[src/ssimon_defs.svh]
`ifndef SSIMON_DEFS_SVH
`define SSIMON_DEFS_SVH

////////////////////////////////////////////////////////////////////////////////
// timing
`define SSIMON_CLK_MHZ      250
`define SSIMON_MIN_SSI_KHZ  70
// clock high longer than one period at the slowest legal rate ends a frame
`define SSIMON_GAP_CYC      ((`SSIMON_CLK_MHZ * 1000) / `SSIMON_MIN_SSI_KHZ)
`define SSIMON_CLK_LOSS_MS  10
`define SSIMON_FLASH_PER_MS 1000
`define SSIMON_FLASH_ON_MS  120
`define SSIMON_UPD0_US      500
`define SSIMON_UPD1_US      850
`define SSIMON_UPD2_US      1000
`define SSIMON_UPD3_US      2000
`define SSIMON_UPD4_US      4000

////////////////////////////////////////////////////////////////////////////////
// widths and reset values
`define SSIMON_SR_W         32
`define SSIMON_UPD_W        20
`define SSIMON_DLEN_RST     6'h18
`define SSIMON_NIRQ         5

////////////////////////////////////////////////////////////////////////////////
// register offsets
`define SSIMON_A_CTRL       8'h00
`define SSIMON_A_DLEN       8'h04
`define SSIMON_A_STATE      8'h08
`define SSIMON_A_ISTAT      8'h0C
`define SSIMON_A_IEN        8'h10
`define SSIMON_A_ICLR       8'h14
`define SSIMON_A_POS        8'h18

////////////////////////////////////////////////////////////////////////////////
// event bits
`define SSIMON_EV_CLK       0
`define SSIMON_EV_ELEM      1
`define SSIMON_EV_LEN       2
`define SSIMON_EV_SYNC      3
`define SSIMON_EV_FAULT     4

`endif

[src/ssimon_pkg.sv]
`include "ssimon_defs.svh"

package ssimon_pkg;

    typedef enum logic {CAL_WAIT, CAL_DONE} ssimon_cal_e;

    typedef struct packed {
        ssimon_cal_e               cal;
        logic [7:0]                gain;
        logic                      clk_s1;
        logic                      clk_s2;
        logic                      clk_s3;
        logic                      elem_s1;
        logic                      elem_s2;
        logic                      elem_q;
        logic                      fault_q;
        logic [21:0]               loss_cnt;
        logic                      clk_ok;
        logic [11:0]               gap_cnt;
        logic                      in_frame;
        logic [6:0]                pulse_cnt;
        logic [`SSIMON_SR_W-1:0]   sr;
        logic                      data;
        logic                      len_err;
        logic                      sync_err;
        logic [1:0]                upd_cnt;
        logic [27:0]               flash_cnt;
        logic                      led_r;
        logic                      led_g;
        logic                      sync_mode;
        logic [2:0]                len_sel;
        logic [5:0]                data_len;
        logic [`SSIMON_NIRQ-1:0]   irq_stat;
        logic [`SSIMON_NIRQ-1:0]   irq_en;
        logic                      irq;
        logic [31:0]               rd_data;
    } ssimon_core_s;

    typedef struct packed {
        logic [`SSIMON_UPD_W-1:0]  cnt;
        logic                      stb;
        logic [`SSIMON_SR_W-1:0]   held;
    } ssimon_upd_s;

endpackage : ssimon_pkg

[src/ssimon_upd_if.sv]
`timescale 1ns/1ps
`include "ssimon_defs.svh"

interface ssimon_upd_if;
    logic [2:0]               len_sel;
    logic [`SSIMON_SR_W-1:0]  meas_pos;
    logic                     stb;
    logic [`SSIMON_SR_W-1:0]  held_pos;

    modport core (output len_sel, output meas_pos, input stb, input held_pos);
    modport upd (input len_sel, input meas_pos, output stb, output held_pos);
endinterface : ssimon_upd_if

[src/ssimon_core.sv]
// Function
// [RULE1] master clocks at 70 kHz or faster; slower counts as absent or invalid
// [RULE2] steady green only with element in range and a valid clock
// [RULE3] steady yellow when no serial clock is detected
// [RULE4] steady red when element is absent, whatever the clock does
// [RULE5] position field is zero in every frame while no element is seen
// [RULE6] sync mode, reads not synchronised: green with short yellow flashes
// [RULE7] pulse count differs from data length: yellow with short red flashes
// [RULE8] master should lengthen its update interval on sync loss
// [RULE9] after reset the gain is calibrated to the element present
// [RULE10] master alone sets clock rate and frame length; device follows
// [RULE11] internal fault flashes red and overrides every other indication
// [RULE12] position refreshed at length-dependent interval, held stable between
//
// Local design decisions: the register addresses and the address-and-strobe port.
`timescale 1ns/1ps
`include "ssimon_defs.svh"

module ssimon_core #(
    parameter int               POS_W         = 24,
    parameter logic [21:0]      LOSS_CYC      = 22'(`SSIMON_CLK_LOSS_MS * `SSIMON_CLK_MHZ * 1000),
    parameter logic [27:0]      FLASH_PER_CYC = 28'(`SSIMON_FLASH_PER_MS * `SSIMON_CLK_MHZ * 1000),
    parameter logic [27:0]      FLASH_ON_CYC  = 28'(`SSIMON_FLASH_ON_MS * `SSIMON_CLK_MHZ * 1000),
    parameter logic [`SSIMON_UPD_W-1:0] UPD0_CYC = `SSIMON_UPD_W'(`SSIMON_UPD0_US * `SSIMON_CLK_MHZ),
    parameter logic [`SSIMON_UPD_W-1:0] UPD1_CYC = `SSIMON_UPD_W'(`SSIMON_UPD1_US * `SSIMON_CLK_MHZ),
    parameter logic [`SSIMON_UPD_W-1:0] UPD2_CYC = `SSIMON_UPD_W'(`SSIMON_UPD2_US * `SSIMON_CLK_MHZ),
    parameter logic [`SSIMON_UPD_W-1:0] UPD3_CYC = `SSIMON_UPD_W'(`SSIMON_UPD3_US * `SSIMON_CLK_MHZ),
    parameter logic [`SSIMON_UPD_W-1:0] UPD4_CYC = `SSIMON_UPD_W'(`SSIMON_UPD4_US * `SSIMON_CLK_MHZ)
) (
    // clock and reset
    input  logic                i_clk_sys,
    input  logic                i_rst,
    // serial link
    input  logic                i_ssi_clk,
    output logic                o_ssi_data,
    // measuring front end
    input  logic                i_elem_present,
    input  logic [7:0]          i_sig_level,
    input  logic [POS_W-1:0]    i_meas_pos,
    input  logic                i_fault,
    // indicator and gain
    output logic                o_led_red,
    output logic                o_led_green,
    output logic [7:0]          o_gain,
    // register port
    input  logic [7:0]          i_addr,
    input  logic [31:0]         i_wdata,
    input  logic                i_wr,
    input  logic                i_rd,
    output logic [31:0]         o_rdata,
    output logic                o_irq
);

    localparam logic [11:0] GAP_CYC = 12'(`SSIMON_GAP_CYC);

    ssimon_pkg::ssimon_core_s r_q;
    ssimon_pkg::ssimon_core_s r_d;

    ssimon_upd_if upd ();

    logic                     rise;
    logic                     fall;
    logic                     fstart;
    logic                     fend;
    logic                     flash_on;
    logic                     flash_half;
    logic [`SSIMON_NIRQ-1:0]  ev;
    logic [`SSIMON_NIRQ-1:0]  clr;

    assign upd.len_sel  = r_q.len_sel;
    assign upd.meas_pos = `SSIMON_SR_W'(i_meas_pos);

    ssimon_update #(
        .UPD0_CYC (UPD0_CYC),
        .UPD1_CYC (UPD1_CYC),
        .UPD2_CYC (UPD2_CYC),
        .UPD3_CYC (UPD3_CYC),
        .UPD4_CYC (UPD4_CYC)
    ) u_update (
        .i_clk_sys (i_clk_sys),
        .i_rst     (i_rst),
        .bus       (upd.upd)
    );

    ////////////////////////////////////////////////////////////////////////////
    // edge finding on the synchronised clock, s1 feeds only s2
    assign rise   = r_q.clk_s2 & ~r_q.clk_s3;
    assign fall   = ~r_q.clk_s2 & r_q.clk_s3;
    assign fstart = fall & ~r_q.in_frame;
    // [RULE1] idle-high gap past one slow period
    assign fend   = r_q.in_frame & r_q.clk_s2 & (r_q.gap_cnt >= GAP_CYC);

    assign flash_on   = r_q.flash_cnt < FLASH_ON_CYC;
    assign flash_half = r_q.flash_cnt < (FLASH_PER_CYC >> 1);

    always_comb begin
        r_d = r_q;
        ev  = '0;
        clr = '0;

        // pin synchronisers
        r_d.clk_s1  = i_ssi_clk;
        r_d.clk_s2  = r_q.clk_s1;
        r_d.clk_s3  = r_q.clk_s2;
        r_d.elem_s1 = i_elem_present;
        r_d.elem_s2 = r_q.elem_s1;
        r_d.elem_q  = r_q.elem_s2;
        r_d.fault_q = i_fault;

        // [RULE9] gain capture after reset
        if (r_q.cal == ssimon_pkg::CAL_WAIT && r_q.elem_q) begin
            r_d.gain = i_sig_level;
            r_d.cal  = ssimon_pkg::CAL_DONE;
        end

        // [RULE3] clock presence watchdog
        if (rise | fall) begin
            r_d.loss_cnt = '0;
            r_d.clk_ok   = 1'b1;
        end else if (r_q.loss_cnt >= LOSS_CYC - 22'(1)) begin
            r_d.clk_ok = 1'b0;
        end else begin
            r_d.loss_cnt = r_q.loss_cnt + 22'(1);
        end

        r_d.gap_cnt = (rise | fall) ? '0 : r_q.gap_cnt + {11'h000, ~&r_q.gap_cnt};

        // update counting between reads
        if (upd.stb && r_q.upd_cnt != 2'h3) begin
            r_d.upd_cnt = r_q.upd_cnt + 2'h1;
        end

        // [RULE10] frame length follows the master
        if (fstart) begin
            r_d.in_frame  = 1'b1;
            r_d.pulse_cnt = '0;
            r_d.data      = 1'b0;
            // [RULE5] zero position without element
            r_d.sr = r_q.elem_q ? (upd.held_pos << (7'(`SSIMON_SR_W) - {1'b0, r_q.data_len}))
                                : '0;
            // [RULE6] exactly one refresh per read
            r_d.upd_cnt = {1'b0, upd.stb};
            if (r_q.sync_mode) begin
                r_d.sync_err = (r_q.upd_cnt != 2'h1);
                ev[`SSIMON_EV_SYNC] = (r_q.upd_cnt != 2'h1);
            end else begin
                r_d.sync_err = 1'b0;
            end
        end else if (rise && r_q.in_frame) begin
            r_d.data      = r_q.sr[`SSIMON_SR_W-1];
            r_d.sr        = r_q.sr << 1;
            r_d.pulse_cnt = r_q.pulse_cnt + {6'h00, ~&r_q.pulse_cnt};
        end else if (fend) begin
            r_d.in_frame = 1'b0;
            r_d.data     = 1'b1;
            // [RULE7] pulse count check at frame end
            r_d.len_err = (r_q.pulse_cnt != {1'b0, r_q.data_len});
            ev[`SSIMON_EV_LEN] = (r_q.pulse_cnt != {1'b0, r_q.data_len});
        end

        ev[`SSIMON_EV_CLK]   = r_q.clk_ok & ~r_d.clk_ok;
        ev[`SSIMON_EV_ELEM]  = ~r_q.elem_s2 & r_q.elem_q;
        ev[`SSIMON_EV_FAULT] = i_fault & ~r_q.fault_q;

        r_d.flash_cnt = (r_q.flash_cnt >= FLASH_PER_CYC - 28'(1)) ? '0
                                                                 : r_q.flash_cnt + 28'(1);

        // indicator priority, fault first
        if (r_q.fault_q) begin
            // [RULE11] fault overrides all
            r_d.led_r = flash_half;
            r_d.led_g = 1'b0;
        end else if (!r_q.elem_q) begin
            // [RULE4] red, no element
            r_d.led_r = 1'b1;
            r_d.led_g = 1'b0;
        end else if (!r_q.clk_ok) begin
            // [RULE3] yellow, no clock
            r_d.led_r = 1'b1;
            r_d.led_g = 1'b1;
        end else if (r_q.len_err) begin
            // [RULE7] yellow, red flash
            r_d.led_r = 1'b1;
            r_d.led_g = ~flash_on;
        end else if (r_q.sync_mode && r_q.sync_err) begin
            // [RULE6] green, yellow flash
            r_d.led_r = flash_on;
            r_d.led_g = 1'b1;
        end else begin
            // [RULE2] steady green
            r_d.led_r = 1'b0;
            r_d.led_g = 1'b1;
        end

        // register writes
        if (i_wr) begin
            case (i_addr)
                `SSIMON_A_CTRL: begin
                    r_d.sync_mode = i_wdata[0];
                    r_d.len_sel   = i_wdata[3:1];
                end
                `SSIMON_A_DLEN: r_d.data_len = i_wdata[5:0];
                `SSIMON_A_IEN:  r_d.irq_en   = i_wdata[`SSIMON_NIRQ-1:0];
                `SSIMON_A_ICLR: clr          = i_wdata[`SSIMON_NIRQ-1:0];
                default: ;
            endcase
        end

        // a new event beats a clear in the same cycle
        r_d.irq_stat = (r_q.irq_stat & ~clr) | ev;
        r_d.irq      = |(r_d.irq_stat & r_d.irq_en);

        r_d.rd_data = '0;
        if (i_rd) begin
            case (i_addr)
                `SSIMON_A_CTRL:  r_d.rd_data = {28'h000_0000, r_q.len_sel, r_q.sync_mode};
                `SSIMON_A_DLEN:  r_d.rd_data = {26'h000_0000, r_q.data_len};
                `SSIMON_A_STATE: r_d.rd_data = {16'h0000, r_q.gain, r_q.cal,
                                                r_q.in_frame, r_q.sync_err, r_q.len_err,
                                                r_q.clk_ok, r_q.elem_q, r_q.led_g, r_q.led_r};
                `SSIMON_A_ISTAT: r_d.rd_data = 32'(r_q.irq_stat);
                `SSIMON_A_IEN:   r_d.rd_data = 32'(r_q.irq_en);
                `SSIMON_A_POS:   r_d.rd_data = upd.held_pos;
                default:         r_d.rd_data = '0;
            endcase
        end
    end

    always_ff @(posedge i_clk_sys) begin
        if (i_rst) begin
            r_q          <= '0;
            r_q.cal      <= ssimon_pkg::CAL_WAIT;
            r_q.data     <= 1'b1;
            // pin idles high; a low start would fake a clock edge after reset
            r_q.clk_s1   <= 1'b1;
            r_q.clk_s2   <= 1'b1;
            r_q.clk_s3   <= 1'b1;
            r_q.data_len <= `SSIMON_DLEN_RST;
        end else begin
            r_q <= r_d;
        end
    end

    ////////////////////////////////////////////////////////////////////////////
    assign o_ssi_data  = r_q.data;
    assign o_led_red   = r_q.led_r;
    assign o_led_green = r_q.led_g;
    assign o_gain      = r_q.gain;
    assign o_rdata     = r_q.rd_data;
    assign o_irq       = r_q.irq;
endmodule : ssimon_core

[src/ssimon_update.sv]
`timescale 1ns/1ps
`include "ssimon_defs.svh"

module ssimon_update #(
    parameter logic [`SSIMON_UPD_W-1:0] UPD0_CYC = `SSIMON_UPD_W'(`SSIMON_UPD0_US * `SSIMON_CLK_MHZ),
    parameter logic [`SSIMON_UPD_W-1:0] UPD1_CYC = `SSIMON_UPD_W'(`SSIMON_UPD1_US * `SSIMON_CLK_MHZ),
    parameter logic [`SSIMON_UPD_W-1:0] UPD2_CYC = `SSIMON_UPD_W'(`SSIMON_UPD2_US * `SSIMON_CLK_MHZ),
    parameter logic [`SSIMON_UPD_W-1:0] UPD3_CYC = `SSIMON_UPD_W'(`SSIMON_UPD3_US * `SSIMON_CLK_MHZ),
    parameter logic [`SSIMON_UPD_W-1:0] UPD4_CYC = `SSIMON_UPD_W'(`SSIMON_UPD4_US * `SSIMON_CLK_MHZ)
) (
    // clock and reset
    input  logic              i_clk_sys,
    input  logic              i_rst,
    // core side
    ssimon_upd_if.upd         bus
);

    ssimon_pkg::ssimon_upd_s u_q;
    ssimon_pkg::ssimon_upd_s u_d;

    // longer probes need a longer refresh; unused codes fall back to the longest
    function automatic logic [`SSIMON_UPD_W-1:0] upd_limit(input logic [2:0] sel);
        case (sel)
            3'h0: upd_limit = UPD0_CYC;
            3'h1: upd_limit = UPD1_CYC;
            3'h2: upd_limit = UPD2_CYC;
            3'h3: upd_limit = UPD3_CYC;
            default: upd_limit = UPD4_CYC;
        endcase
    endfunction : upd_limit

    ////////////////////////////////////////////////////////////////////////////
    // [RULE12] periodic refresh, hold between
    always_comb begin
        u_d = u_q;
        u_d.stb = 1'b0;
        if (u_q.cnt >= upd_limit(bus.len_sel) - `SSIMON_UPD_W'(1)) begin
            u_d.cnt = '0;
            u_d.stb = 1'b1;
            u_d.held = bus.meas_pos;
        end else begin
            u_d.cnt = u_q.cnt + `SSIMON_UPD_W'(1);
        end
    end

    always_ff @(posedge i_clk_sys) begin
        if (i_rst) begin
            u_q <= '0;
        end else begin
            u_q <= u_d;
        end
    end

    assign bus.stb      = u_q.stb;
    assign bus.held_pos = u_q.held;
endmodule : ssimon_update

[config.mk]
export PLATFORM = sky130hd
export DESIGN_NAME = ssimon_core
export DESIGN_NICKNAME = d
export VERILOG_FILES = /design/src/ssimon_pkg.sv /design/src/ssimon_upd_if.sv /design/src/ssimon_core.sv /design/src/ssimon_update.sv
export VERILOG_INCLUDE_DIRS = /design/src
export SDC_FILE = /design/constraint.sdc
export NUM_CORES = 1
export LEC_CHECK = 0
export ABC_AREA = 1
export BUFFER_PORTS_ARGS = -buffer_cell sky130_fd_sc_hd__buf_2
export CAP_MARGIN = 0
export CELL_PAD_IN_SITES_DETAIL_PLACEMENT = 1
export CELL_PAD_IN_SITES_GLOBAL_PLACEMENT = 1
export CORE_MARGIN = 4
export CORE_UTILIZATION = 40
export CTS_CLUSTER_SIZE = 24
export DETAILED_ROUTE_END_ITERATION = 16
export GPL_TIMING_DRIVEN = 0
export PLACE_DENSITY_LB_ADDON = 0.1
export SLEW_MARGIN = 0
export SYNTH_ARGS = -nofsm -noshare
export SYNTH_HDL_FRONTEND = slang
export SYNTH_SLANG_ARGS = --single-unit
[constraint.sdc]
create_clock -name i_clk_sys -period 3.5 [get_ports i_clk_sys]
set_input_delay 0.7 -clock i_clk_sys [delete_from_list [all_inputs] [get_ports i_clk_sys]]
set_output_delay 0.7 -clock i_clk_sys [all_outputs]
set_load 0.02 [all_outputs]
Word level (Yosys, flattened, before mapping)
Cells that the tools add are included.
{"block": "totals", "out_inout_bits": 44, "word_cells": 139, "input_bits": 79, "rom_bits": 0, "n_memories": 0, "regBits": 224, "mem_bits_rw": 0, "latch_bits": 0}
{"block": "classes", "n_shift": 1, "n_reduce_logical": 25, "order_cmp": 6, "multipliers": 0, "addsub": 8, "div": 0, "n_mux": 28, "bitwise": 25, "n_eq_ne": 13}
{"cell": "case mux 24 bit (6 select lines)", "count": 1}
{"cell": "case mux 20 bit (4 select lines)", "count": 1}
{"cell": "two-way mux 41 bit", "count": 1}
{"cell": "two-way mux 39 bit", "count": 1}
{"cell": "two-way mux 33 bit", "count": 1}
{"cell": "two-way mux 32 bit", "count": 1}
{"cell": "<< shifter 24 x 7 -> 32 bit", "count": 1}
{"cell": "adder 28 x 1 -> 28 bit, second input constant", "count": 1}
{"cell": ">= comparator 28 bit, second input constant", "count": 1}
{"cell": "less-than comparator 28 x 25 -> 1 bit, second input constant", "count": 1}
{"cell": "less-than comparator 28 x 27 -> 1 bit, second input constant", "count": 1}
{"cell": "== test 8 x 5 -> 1 bit, second input constant", "count": 3}
{"cell": "adder 22 x 1 -> 22 bit, second input constant", "count": 1}
{"cell": ">= comparator 22 bit, second input constant", "count": 1}
{"cell": "adder 20 x 1 -> 20 bit, second input constant", "count": 1}
{"cell": ">= comparator 20 bit", "count": 1}
{"cell": "two-way mux 5 bit", "count": 4}
{"cell": "subtractor 20 x 1 -> 20 bit, second input constant", "count": 1}
{"cell": "== test 8 x 4 -> 1 bit, second input constant", "count": 2}
{"cell": "adder 12 x 1 -> 12 bit", "count": 1}
{"cell": ">= comparator 12 bit, second input constant", "count": 1}
{"cell": "two-way mux 1 bit", "count": 12}
{"cell": "two-way mux 2 bit", "count": 6}
{"cell": "inverter 1 bit", "count": 12}
{"cell": "27 further kinds", "count": 49}

Longest topological paths before layout
Gate-level depths: netlist of the first run.
{"block": "logic_depth", "word_depth": 9, "depth_mapped": 19, "mapped_depth_nobuf": 18}

Modules after synthesis
A second synthesis of the first run with hierarchy kept.
{"block": "hier_totals", "hier_cells": 1938, "area_unflattened_um2": 13272.7}
{"mod": "ssimon_core", "area_each_um2": 10242.3, "cells_per_inst": 1530, "seq_area_each_um2": 3583.4, "n_inst": 1}
{"mod": "ssimon_update", "area_each_um2": 3030.4, "cells_per_inst": 408, "seq_area_each_um2": 1061.0, "n_inst": 1}

Worst setup path before layout of the first run
Ideal clock, no wire load.
{"block": "synth_path", "path_type": "flip-flop to flip-flop", "start": "register r_q (netlist bit upd.len_sel[0])", "end": "register u_update.u_q (netlist bit u_update.bus.held_pos[2])", "required_ns": 3.371, "setup_time_ns": 0.129, "arrival_time_ns": 2.304, "path_stages_with_launch": 17, "period_less_slack_ns": 2.432, "path_slack_ns": 1.068, "n_path_buf": 1, "path_cell_list": "dfxtp_1 > inv_1 > nor2_1 > inv_1 > nor2_1 > inv_1 > ha_1 > o21bai_1 > ha_1 > nand2_1 > nor2_1 > nor3_1 > o21ai_0 > a21boi_1 > nand3_1 > clkbuf_1 > o21ai_0"}
{"block": "synth_via", "elab_chain_cells": 4, "elab_cells_between_ends": 7, "cone_classes": "add/sub (1); order compare (1); eq/ne (3); mux (1); reduce/logical (1)"}
{"item": "start, declared", "line": "ssimon_core.sv:56", "text": "ssimon_pkg::ssimon_core_s r_q;"}
{"item": "start signal, assigned", "line": "ssimon_core.sv:240", "text": "r_q <= r_d;"}
{"item": "== test 3 x 2 -> 1 bit, or another cell as far along", "line": "ssimon_update.sv:23", "text": "case (sel)"}
{"item": "case mux 20 bit (4 select lines) *", "line": "ssimon_update.sv:23"}
{"item": "subtractor 20 x 1 -> 20 bit *", "line": "ssimon_update.sv:37", "text": "if (u_q.cnt >= upd_limit(bus.len_sel) - `SSIMON_UPD_W'(1)) begin"}
{"item": ">= comparator 20 bit *", "line": "ssimon_update.sv:37"}
{"item": "end signal, assigned", "line": "ssimon_update.sv:50", "text": "u_q <= u_d;"}
{"item": "end, declared", "line": "ssimon_update.sv:18", "text": "ssimon_pkg::ssimon_upd_s u_q;"}
Mark *: on every way between the ends. The rest lies on a longest branch, timed or not.
A chain may end at the register's enable or synchronous reset.

Final worst setup path of the first run
{"block": "layout_path", "start": "register r_q (netlist bit upd.len_sel[0])", "end": "register u_update.u_q (netlist bit u_update.bus.held_pos[22])"}
Same word-level chain as after synthesis.

==> flow_summary.ini, run 1 <==
[power_and_ir_drop]
power.density_mw_per_mm2 = 413
power.leakage_nw = 5.57
ir_drop_v = 0.000354
internal-power_w = 0.00435
p_switching_w = 0.00132
p_sw_share_pct = 23.3
total_power_w = 0.00567
combPwrFrac_pct = 4.1
pwr-share-clk_pct = 51.7
p_seq_share_pct = 44.1

[sta]
timing.hold.ws_ns = 0.355
timing.fmax_mhz = 314
hold_viol_final = 0
period_share_pct = 91.0
rsz0062_at_grt = false
fin_skew_ns = 0.0138
timing_max_transition_violations_final = 0
tightest_slew_ns = 0.890
relSlewSlack_pct = 40.7
setup_viol = 0
setup-tns-final_ns = 0
post-route-min-period_ns = 3.19

[detailed_routing]
routed_wl_um = 39000
route.detailed.drc = 0
drt_iter0_drc = 627
vias = 11740
drt-wirelength-per-cell_um = 17.4
viasPerCell = 5.23
final_antenna_net_count = 0
dr.pass1.iters = 5

[placement]
gp_congestion = 0.873
place_area_sq_mm = 0.0128
hpwl_um = 30100
place_inst = 2196
portBuffers = 87

[synthesis]
yosys_register_bits = 216
synthMuxAreaShare_pct = 0
yosysWarnings = 0
synth-async-reset-ratio_pct = 0
syn_area_sq_mm = 0.0118
synth_seq_area_share_pct = 36.5
synth_xor_area_share_pct = 3.18
synth_edf_count = 0
synthDistinctLibCells = 51
synthAdderAreaFrac_pct = 3.28
synth-simple-area-share_pct = 32.0
synth_compound_area_share_pct = 12.9
synth_top_area_cell = dfxtp_1
synth_top_area_share_pct = 36.5
netlist_instances = 1717
synth_top_family_by_area = simple AND/OR/NAND/NOR gates
synthTopCellsByArea = dfxtp_1, nand3_1, nand2_1, inv_1, nor2_1
synth_ff_type = dfxtp_1
syn_avg_cell_area_sq_um = 6.89

[worst_setup_path]
cp_num_buf_inv = 5
startpoint_type = register
cp_common_cell = inv_1
cp_max_fo = 10
crit_chain = inv_1 > nor2_1 > inv_1 > nor2_2 > inv_1 > nand2_1 > inv_1 > ha_1 > a21oi_1 > nor2_1 > nor3b_1 > o21ai_0 > a21boi_1 > nand3_2 > clkbuf_1 > o21ai_0
worstSetupPathType = reg2reg
cp.required_ns = 3.96
critPathTopFamily = simple AND/OR/NAND/NOR gates
r2r_cells = 16
max_stage_delay_ns = 0.41
worstSetupPathDepth = 16
end_kind = register
slowest_stage = dfxtp_1
reg2reg_from = upd.len_sel[0]
crit_arrival_ns = 3.64
worstSetupStartpoint = upd.len_sel[0]

[floorplanning]
ios = 123
die_width_um = 180
start_util_pct = 40.9
fp.dieArea_sq_mm = 0.0324
rows = 62
core_area_sq_mm = 0.0289
die_h_um = 180

[global_routing]
overflow = 0
first_global_vias = 12283
grt_pass1_wl_um = 63700
grt_antenna_before_repair = 0
grt_usage_pct = 23.4
grt_max_degree = 15

[final_layout]
drive_gt1_share_pct = 14.0
final_cells = 2244
fin_nets = 1951
n_fill_cell = 3818
antenna_cells = 0
final_area_sq_mm = 0.0137
areaGrowthSynthToFinish_pct = 16.0

[clocking]
clk_transition_reported_paths_ns = 0.06
numCtsBuffers = 27
clockRootBuffer = clkbuf_16
tritoncts = built
htreeDepth = 1
cts_hold_buf = 0
cts_sinks = 216
clock_path_buffers = 3
insertion_delay_ns = 0.56

[outcome]
outcome = complete, no violations

[worst_hold_path]
worstHoldStart = i_elem_present
hold_path.class = in2reg
whs_path_depth = 3

[flow_run]
cap_violations = 0
==> cell usage after synthesis, drive strengths merged, types with 3 or more instances <==
master and count:
nand2 316, a221oi 3, nor2 170, xor2 31
inv 212, nand3 237, nor4 11, nor3 53
nand4 28, or2 14, clkbuf 26, ha 31
dfxtp 216, xnor2 12, o31ai 4, o21bai 4
a31oi 25, o211ai 11, buf 80, nand3b 5
o21ai 88, a21oi 101, o22ai 22, a211oi 3
==> cells by family (layout without fill, tap and decap cells) <==
kind of cell	after synthesis	after routing
compound gates	270	270
xor+xnor	43	43
fa+ha+maj	31	31
buf+inv	319	454
flops	216	216
other cells	1	9
simple gates	837	837
==> power by group through the flow <==
| stage | registers, W | clock network, W | logic [W] |
|---|---|---|---|
| after floorplan | 0.00255 | 0 | 0.000135 |
| after detailed placement | 0.00256 | 0 | 0.000233 |
| after global placement | 0.00256 | 0 | 0.000228 |
| after global routing | 0.00251 | 0.00311 | 0.000261 |
| final | 0.00251 | 0.00294 | 0.000234 |
| after CTS | 0.00250 | 0.00300 | 0.000235 |
==> metal layers <==
layer  up-vias  GRT usage, %  part of all wire (%)
met4         0          6.65                   2.7
li1       5888             -                     -
met1      5557          31.0                    46
met3        62          3.59                   4.7
met5         -             0                     0
met2       233          39.7                    46
==> worst paths after layout <==
check / to / slack [ns]
min reg2reg: r_d[167] / 0.40
max reg2reg: u_update.bus.held_pos[22] / 0.31
max: u_update.bus.held_pos[22] / 0.31
min: r_d[165] / 0.35
==> cells in the final DEF, fill, tap and decap left out, types with 31 or more instances in the layout <==
cell and n:
inv_1 206, nand2_1 310, nand3_1 233, a21oi_1 101, buf_4 48, o21ai_0 75, ha_1 31, dfxtp_1 216
nor2_1 157, xor2_1 31, nor3_1 48, buf_2 112
==> flip-flops by register name (all words and copies together) (netlist names) <==
register / flops
r_q: 128
o_rdata: 24
u_update.bus.held_pos: 24
u_update.u_q: 20
o_gain: 8
r_d: 4
upd.len_sel: 3
o_irq: 1
o_led_green: 1
o_led_red: 1
o_ssi_data: 1
u_update.bus.stb: 1
==> tightest hold or removal path: cells and delay by family <==
family / cells / cell delay (ns)
and+or+nand+nor: 1 / 0.03
buffers and inverters: 2 / 0.14
==> layout make-up <==
cell class / instances / area, sq um / share of cell area (%)
clock buffer: 37 / 783 / 5.70
multi-input combinational: 1190 / 6130 / 44.6
clock inverter: 11 / 158 / 1.15
timing repair buffer: 87 / 435 / 3.17
sequential: 216 / 4320 / 31.5
tap: 384 / 480 / 3.50
buffer: 106 / 627 / 4.56
inverter: 213 / 800 / 5.82
==> per-stage QoR <==
stage | utilization (%) | worst slack [ns]
3_3_place_gp | 44.2 | 0.358
2_1_floorplan | - | 1.07
6_report | 47.5 | 0.314
5_1_grt | 47.5 | 0.0307
3_5_place_dp | 44.2 | 0.231
4_1_cts | 47.4 | 0.143
==> what timing repair did <==
action                                  CTS  global route
resized for setup                         0             6
endpoints found under the hold margin     0             0
buffers inserted                          0             0
endpoints found under the setup margin    0            37
Note: power is estimated with default switching activity, not from simulation.
==> inputs of run 2 (changes only) <==
==> constraint.sdc (replaced) <==
create_clock -name i_clk_sys -period 3.9 [get_ports i_clk_sys]
set_input_delay 0.78 -clock i_clk_sys [delete_from_list [all_inputs] [get_ports i_clk_sys]]
set_output_delay 0.78 -clock i_clk_sys [all_outputs]
set_load 0.02 [all_outputs]
==> run 2 against run 1 <==
- critical path depth unchanged
- via count increased by 0.26%
- global-route usage unchanged
- design area about the same
- sequential power decreased by 10%
- wire length about the same
- clock-buffer cell count unchanged
- sequential cell count unchanged
- combinational power decreased by 10%
- first-iteration DRC count decreased by 0.16%
- sequential share of layout area about the same
==> flow_summary.ini, run 2 (synthesized netlist as in run 1, its figures left out) <==
[worst_setup_path]
end_kind = register
cp.required_ns = 4.36
max_stage_delay_ns = 0.40
critical_path.endpoint = u_update.bus.held_pos[22]
r2r_setup_slack_ns = 0.55
r2r_cells = 16
reg2reg_from = upd.len_sel[0]
crit_chain = inv_1 > nor2_1 > inv_1 > nor2_1 > inv_1 > nand2_1 > inv_1 > ha_1 > a21oi_1 > nor2_1 > nor3b_1 > o21ai_0 > a21boi_1 > nand3_1 > clkbuf_1 > o21ai_0
cp_max_fo = 10
cp_num_buf_inv = 5
crit_arrival_ns = 3.81
worstSetupPathType = reg2reg
slowest_stage = dfxtp_1
worstSetupPathDepth = 16
worstSetupStartpoint = upd.len_sel[0]
cp_common_cell = inv_1
startpoint_type = register
rr_endpoint = u_update.bus.held_pos[22]
critPathTopFamily = simple AND/OR/NAND/NOR gates

[worst_hold_path]
worstHoldStart = r_d[168]
hold_path.class = reg2reg

[power_and_ir_drop]
power.density_mw_per_mm2 = 371
ir_drop_v = 0.000318
power.leakage_nw = 5.56

[clocking]
clk_transition_reported_paths_ns = 0.06
tritoncts = built
insertion_delay_ns = 0.56
cts_resized = 0
clockRootBuffer = clkbuf_16
clock_path_buffers = 3
cts_hold_buf = 0
numCtsBuffers = 27
htreeDepth = 1
post_cts_buffers = 0
cts_sinks = 216

[floorplanning]
rows = 62
fp.dieArea_sq_mm = 0.0324
ios = 123
die_h_um = 180
start_util_pct = 40.9
die_width_um = 180
core_area_sq_mm = 0.0289

[detailed_routing]
drt_iter0_drc = 626
dr.pass1.iters = 5
final_antenna_net_count = 0
drt-wirelength-per-cell_um = 17.4
routed_wl_um = 39000
vias = 11771
viasPerCell = 5.25
route.detailed.drc = 0

[final_layout]
final_common_cell = nand2_1
areaGrowthSynthToFinish_pct = 15.9
drive_gt1_share_pct = 13.8
antenna_cells = 0
largest_register_ff_count = 128
fin_nets = 1951
n_fill_cell = 3821
finish.utilization_pct = 47.4
mostFrequentLayoutCells = nand2_1, nand3_1, dfxtp_1
regMostFlops = r_q

[sta]
timing.hold.ws_ns = 0.404
timing_max_transition_violations_final = 0
period_share_pct = 86.0
fin_skew_ns = 0.0138
relSlewSlack_pct = 41.3
timing.fmax_mhz = 298
setup_viol = 0
hold_viol_final = 0
post-route-min-period_ns = 3.35
tightest_slew_ns = 0.880
setup-tns-final_ns = 0
rsz0062_at_grt = false
fin_ws_ns = 0.546

[global_routing]
first_global_vias = 12283
grt_max_degree = 15
overflow = 0
grt_antenna_before_repair = 0
grt_usage_pct = 23.4
grt_pass1_wl_um = 63700

[placement]
hpwl_um = 30100
dp_slack_ns = 0.631
gp_congestion = 0.873
portBuffers = 87

[outcome]
outcome = complete, no violations

[flow_run]
cap_violations = 0
## run 2: layout make-up
type                       count  area, sq um  share of cell area (%)
buffer                       106          624                    4.55
tap                          384          480                    3.50
timing repair buffer          87          435                    3.17
inverter                     213          800                    5.83
multi-input combinational   1190         6120                    44.6
clock inverter                11          158                    1.15
clock buffer                  37          783                    5.71
sequential                   216         4320                    31.5
## run 2: per-layer routing
metal / vias to the layer above / track usage, % / part of all wire (%)
met4: 0 / 6.65 / 2.7
met1: 5607 / 31.0 / 47
li1: 5886 / - / -
met2: 214 / 39.7 / 46
met5: - / 0 / 0
met3: 64 / 3.59 / 4.3
## run 2: report_power, final
group / internal (W) / switching, W / leakage (nW)
sequential: 0.00223 / 0.0000196 / 1.74
combinational: 0.0000686 / 0.000141 / 3.35
clock: 0.00161 / 0.00103 / 0.459
total: 0.00390 / 0.00119 / 5.56
## run 2: worst register-to-register path, cell delays in order (launching register included)
cell and delay [ns]:
dfxtp_1 0.40, inv_1 0.06, nor2_1 0.24, inv_1 0.08
nor2_1 0.22, inv_1 0.12, nand2_1 0.12, inv_1 0.06
ha_1 0.28, a21oi_1 0.15, nor2_1 0.05, nor3b_1 0.18
o21ai_0 0.12, a21boi_1 0.19, nand3_1 0.35, clkbuf_1 0.36
o21ai_0 0.28
## run 2: metrics by stage
step	area [sq um]	total power (W)	instances
floorplan	11900	0.00241	1725
global placement	12800	0.00250	2196
detailed placement	12800	0.00251	2196
CTS	13700	0.00515	2244
global route	13700	0.00527	2244
finish	13700	0.00509	2244
## run 2: worst min path at each step
stage,endpoint,slack (ns),cells past startpoint
3_3_place_gp,r_d[167],0.40,1
2_1_floorplan,r_d[164],0.39,2
5_1_grt,r_d[167],0.42,1
4_1_cts,r_d[167],0.41,1
6_report,r_d[167],0.40,1
3_5_place_dp,r_d[167],0.40,1
==> inputs of run 3 (changes only) <==
--- a/config.mk
+++ b/config.mk
@@ -12,7 +12,7 @@
 export CELL_PAD_IN_SITES_DETAIL_PLACEMENT = 1
 export CELL_PAD_IN_SITES_GLOBAL_PLACEMENT = 1
 export CORE_MARGIN = 4
-export CORE_UTILIZATION = 40
+export CORE_UTILIZATION = 39
 export CTS_CLUSTER_SIZE = 24
 export DETAILED_ROUTE_END_ITERATION = 16
 export GPL_TIMING_DRIVEN = 0
==> constraint.sdc (replaced) <==
create_clock -name i_clk_sys -period 2.9 [get_ports i_clk_sys]
set_input_delay 0.58 -clock i_clk_sys [delete_from_list [all_inputs] [get_ports i_clk_sys]]
set_output_delay 0.58 -clock i_clk_sys [all_outputs]
set_load 0.02 [all_outputs]
==> run 3 against run 2 <==
- register-to-register slack got worse by 0.34 ns
- wire length grew 0.74%
- die area up 2.4%
- non-clock buffer count increased by 3
- final cell count up 0.58%
- clock skew shrank 0.0044 ns
- clock-buffer cell count increased by 1
- global-route usage shrank 0.19 points
- critical path type unchanged
- critical endpoint is now u_update.bus.held_pos[2]
- highest routed layer is now met5
==> flow_summary.ini, run 3 (synthesized netlist as in run 1, its figures left out) <==
[sta]
relSlewSlack_pct = 45.2
timing.fmax_mhz = 371
hold_viol_final = 0
setup_viol = 0
tightest_slew_ns = 0.821
timing.hold.ws_ns = 0.229
fin_skew_ns = 0.00942
post-route-min-period_ns = 2.69
timing_max_transition_violations_final = 0
period_share_pct = 92.9

[global_routing]
grt_antenna_before_repair = 3
grt_max_degree = 15
overflow = 0
first_global_vias = 12248
grt_usage_pct = 23.2
grt_pass1_wl_um = 63500

[worst_hold_path]
whs_path_depth = 3
hold_path.class = in2reg
worstHoldStart = i_meas_pos[14]
min_to = u_update.bus.held_pos[14]

[power_and_ir_drop]
power.density_mw_per_mm2 = 494
power.leakage_nw = 5.61
ir_drop_v = 0.000436

[floorplanning]
core_area_sq_mm = 0.0298
rows = 63
die_h_um = 182
ios = 123
start_util_pct = 39.7
die_width_um = 182
fp.dieArea_sq_mm = 0.0332

[final_layout]
n_fill_cell = 3899
regMostFlops = r_q
drive_gt1_share_pct = 15.1
final_common_cell = nand2_1
mostFrequentLayoutCells = nand2_1, nand3_1, dfxtp_1
finish.utilization_pct = 46.5
areaGrowthSynthToFinish_pct = 17.0
largest_register_ff_count = 128
fin_nets = 1955

[worst_setup_path]
rr_endpoint = u_update.bus.held_pos[2]
r2r_setup_slack_ns = 0.21
cp_max_fo = 10
reg2reg_from = upd.len_sel[0]
startpoint_type = register
end_kind = register
crit_arrival_ns = 3.13
worstSetupPathType = reg2reg
r2r_cells = 19
cp.required_ns = 3.33

[detailed_routing]
dr.pass1.iters = 4
final_antenna_net_count = 0
drt_iter0_drc = 571
route.detailed.drc = 0
vias = 11943
viasPerCell = 5.29
drt-wirelength-per-cell_um = 17.4
routed_wl_um = 39300

[clocking]
htreeDepth = 1
tritoncts = built
numCtsBuffers = 28
cts_hold_buf = 0
clock_path_buffers = 3
cts_sinks = 216
clockRootBuffer = clkbuf_16
clk_transition_reported_paths_ns = 0.06
insertion_delay_ns = 0.55

[placement]
hpwl_um = 30000
gp_congestion = 0.915
portBuffers = 87

[outcome]
outcome = complete, no violations

[flow_run]
cap_violations = 0
run 3: per-layer routing:
| metal | global-route usage (%) | vias up | part of all wire [%] |
|---|---|---|---|
| met5 | 0 | - | 0.069 |
| met1 | 30.8 | 5738 | 47 |
| li1 | - | 5911 | - |
| met4 | 5.28 | 4 | 2.1 |
| met3 | 3.63 | 61 | 4.7 |
| met2 | 39.8 | 229 | 46 |
run 3: how the worst max path moves through the flow:
| stage | to | depth (start not counted) | start |
|---|---|---|---|
| finish | u_update.bus.held_pos[2] | 19 | upd.len_sel[0] |
| global route | u_update.bus.held_pos[0] | 19 | upd.len_sel[0] |
| CTS | u_update.bus.held_pos[2] | 19 | upd.len_sel[0] |
| detailed placement | u_update.u_q[49] | 16 | upd.len_sel[0] |
| global placement | u_update.u_q[49] | 16 | upd.len_sel[0] |
| floorplan | u_update.bus.held_pos[2] | 16 | upd.len_sel[0] |
run 3: repair_timing:
action / in CTS / in global routing
endpoints found under the hold margin: 0 / 0
pin swaps: 2 / 4
setup buffers: 1 / 2
setup endpoints to repair: 43 / 54
gates resized for setup: 16 / 27
run 3: through the flow:
stage / cells / power [W] / setup slack, ns / setup TNS (ns) / instance area, sq um
2_1_floorplan: 1725 / 0.00324 / 0.468 / 0 / 11900
3_5_place_dp: 2202 / 0.00337 / -0.358 / -11.88 / 12800
4_1_cts: 2254 / 0.00693 / 0.0288 / 0 / 13800
5_1_grt: 2257 / 0.00710 / -0.00898 / -0.00898 / 13800
3_3_place_gp: 2202 / 0.00336 / -0.239 / -6.82 / 12800
6_report: 2257 / 0.00684 / 0.207 / 0 / 13800
run 3: critical path: stages, from the launching register on:
cell      delay, ns
dfxtp_4        0.37
inv_1          0.07
nor2_4         0.14
inv_2          0.06
nor2_4         0.10
inv_1          0.05
ha_1           0.19
o21bai_1       0.16
ha_1           0.29
nand2_2        0.08
nor2_1         0.05
nor3_1         0.13
o21ai_1        0.12
a21boi_2       0.21
nand2_1        0.09
nand2_2        0.10
inv_4          0.06
buf_6          0.14
nand2_2        0.08
o21ai_1        0.08
run 3: power by group:
part	total (W)	internal (W)	switching (W)
combinational	0.000285	0.0000945	0.000191
clock	0.00353	0.00216	0.00137
sequential	0.00302	0.00300	0.0000258
run 3: final cells by class:
cell class	count	area [sq um]	share of cell area [%]
multi-input cells	1190	6170	44.5
flip-flops and latches	216	4330	31.3
inverters	213	806	5.82
clock buffers	38	788	5.69
plain buffers	106	649	4.69
well taps	390	488	3.52
repair buffers	90	458	3.31
clock inverters	13	158	1.14
diodes	1	2.50	0.0181
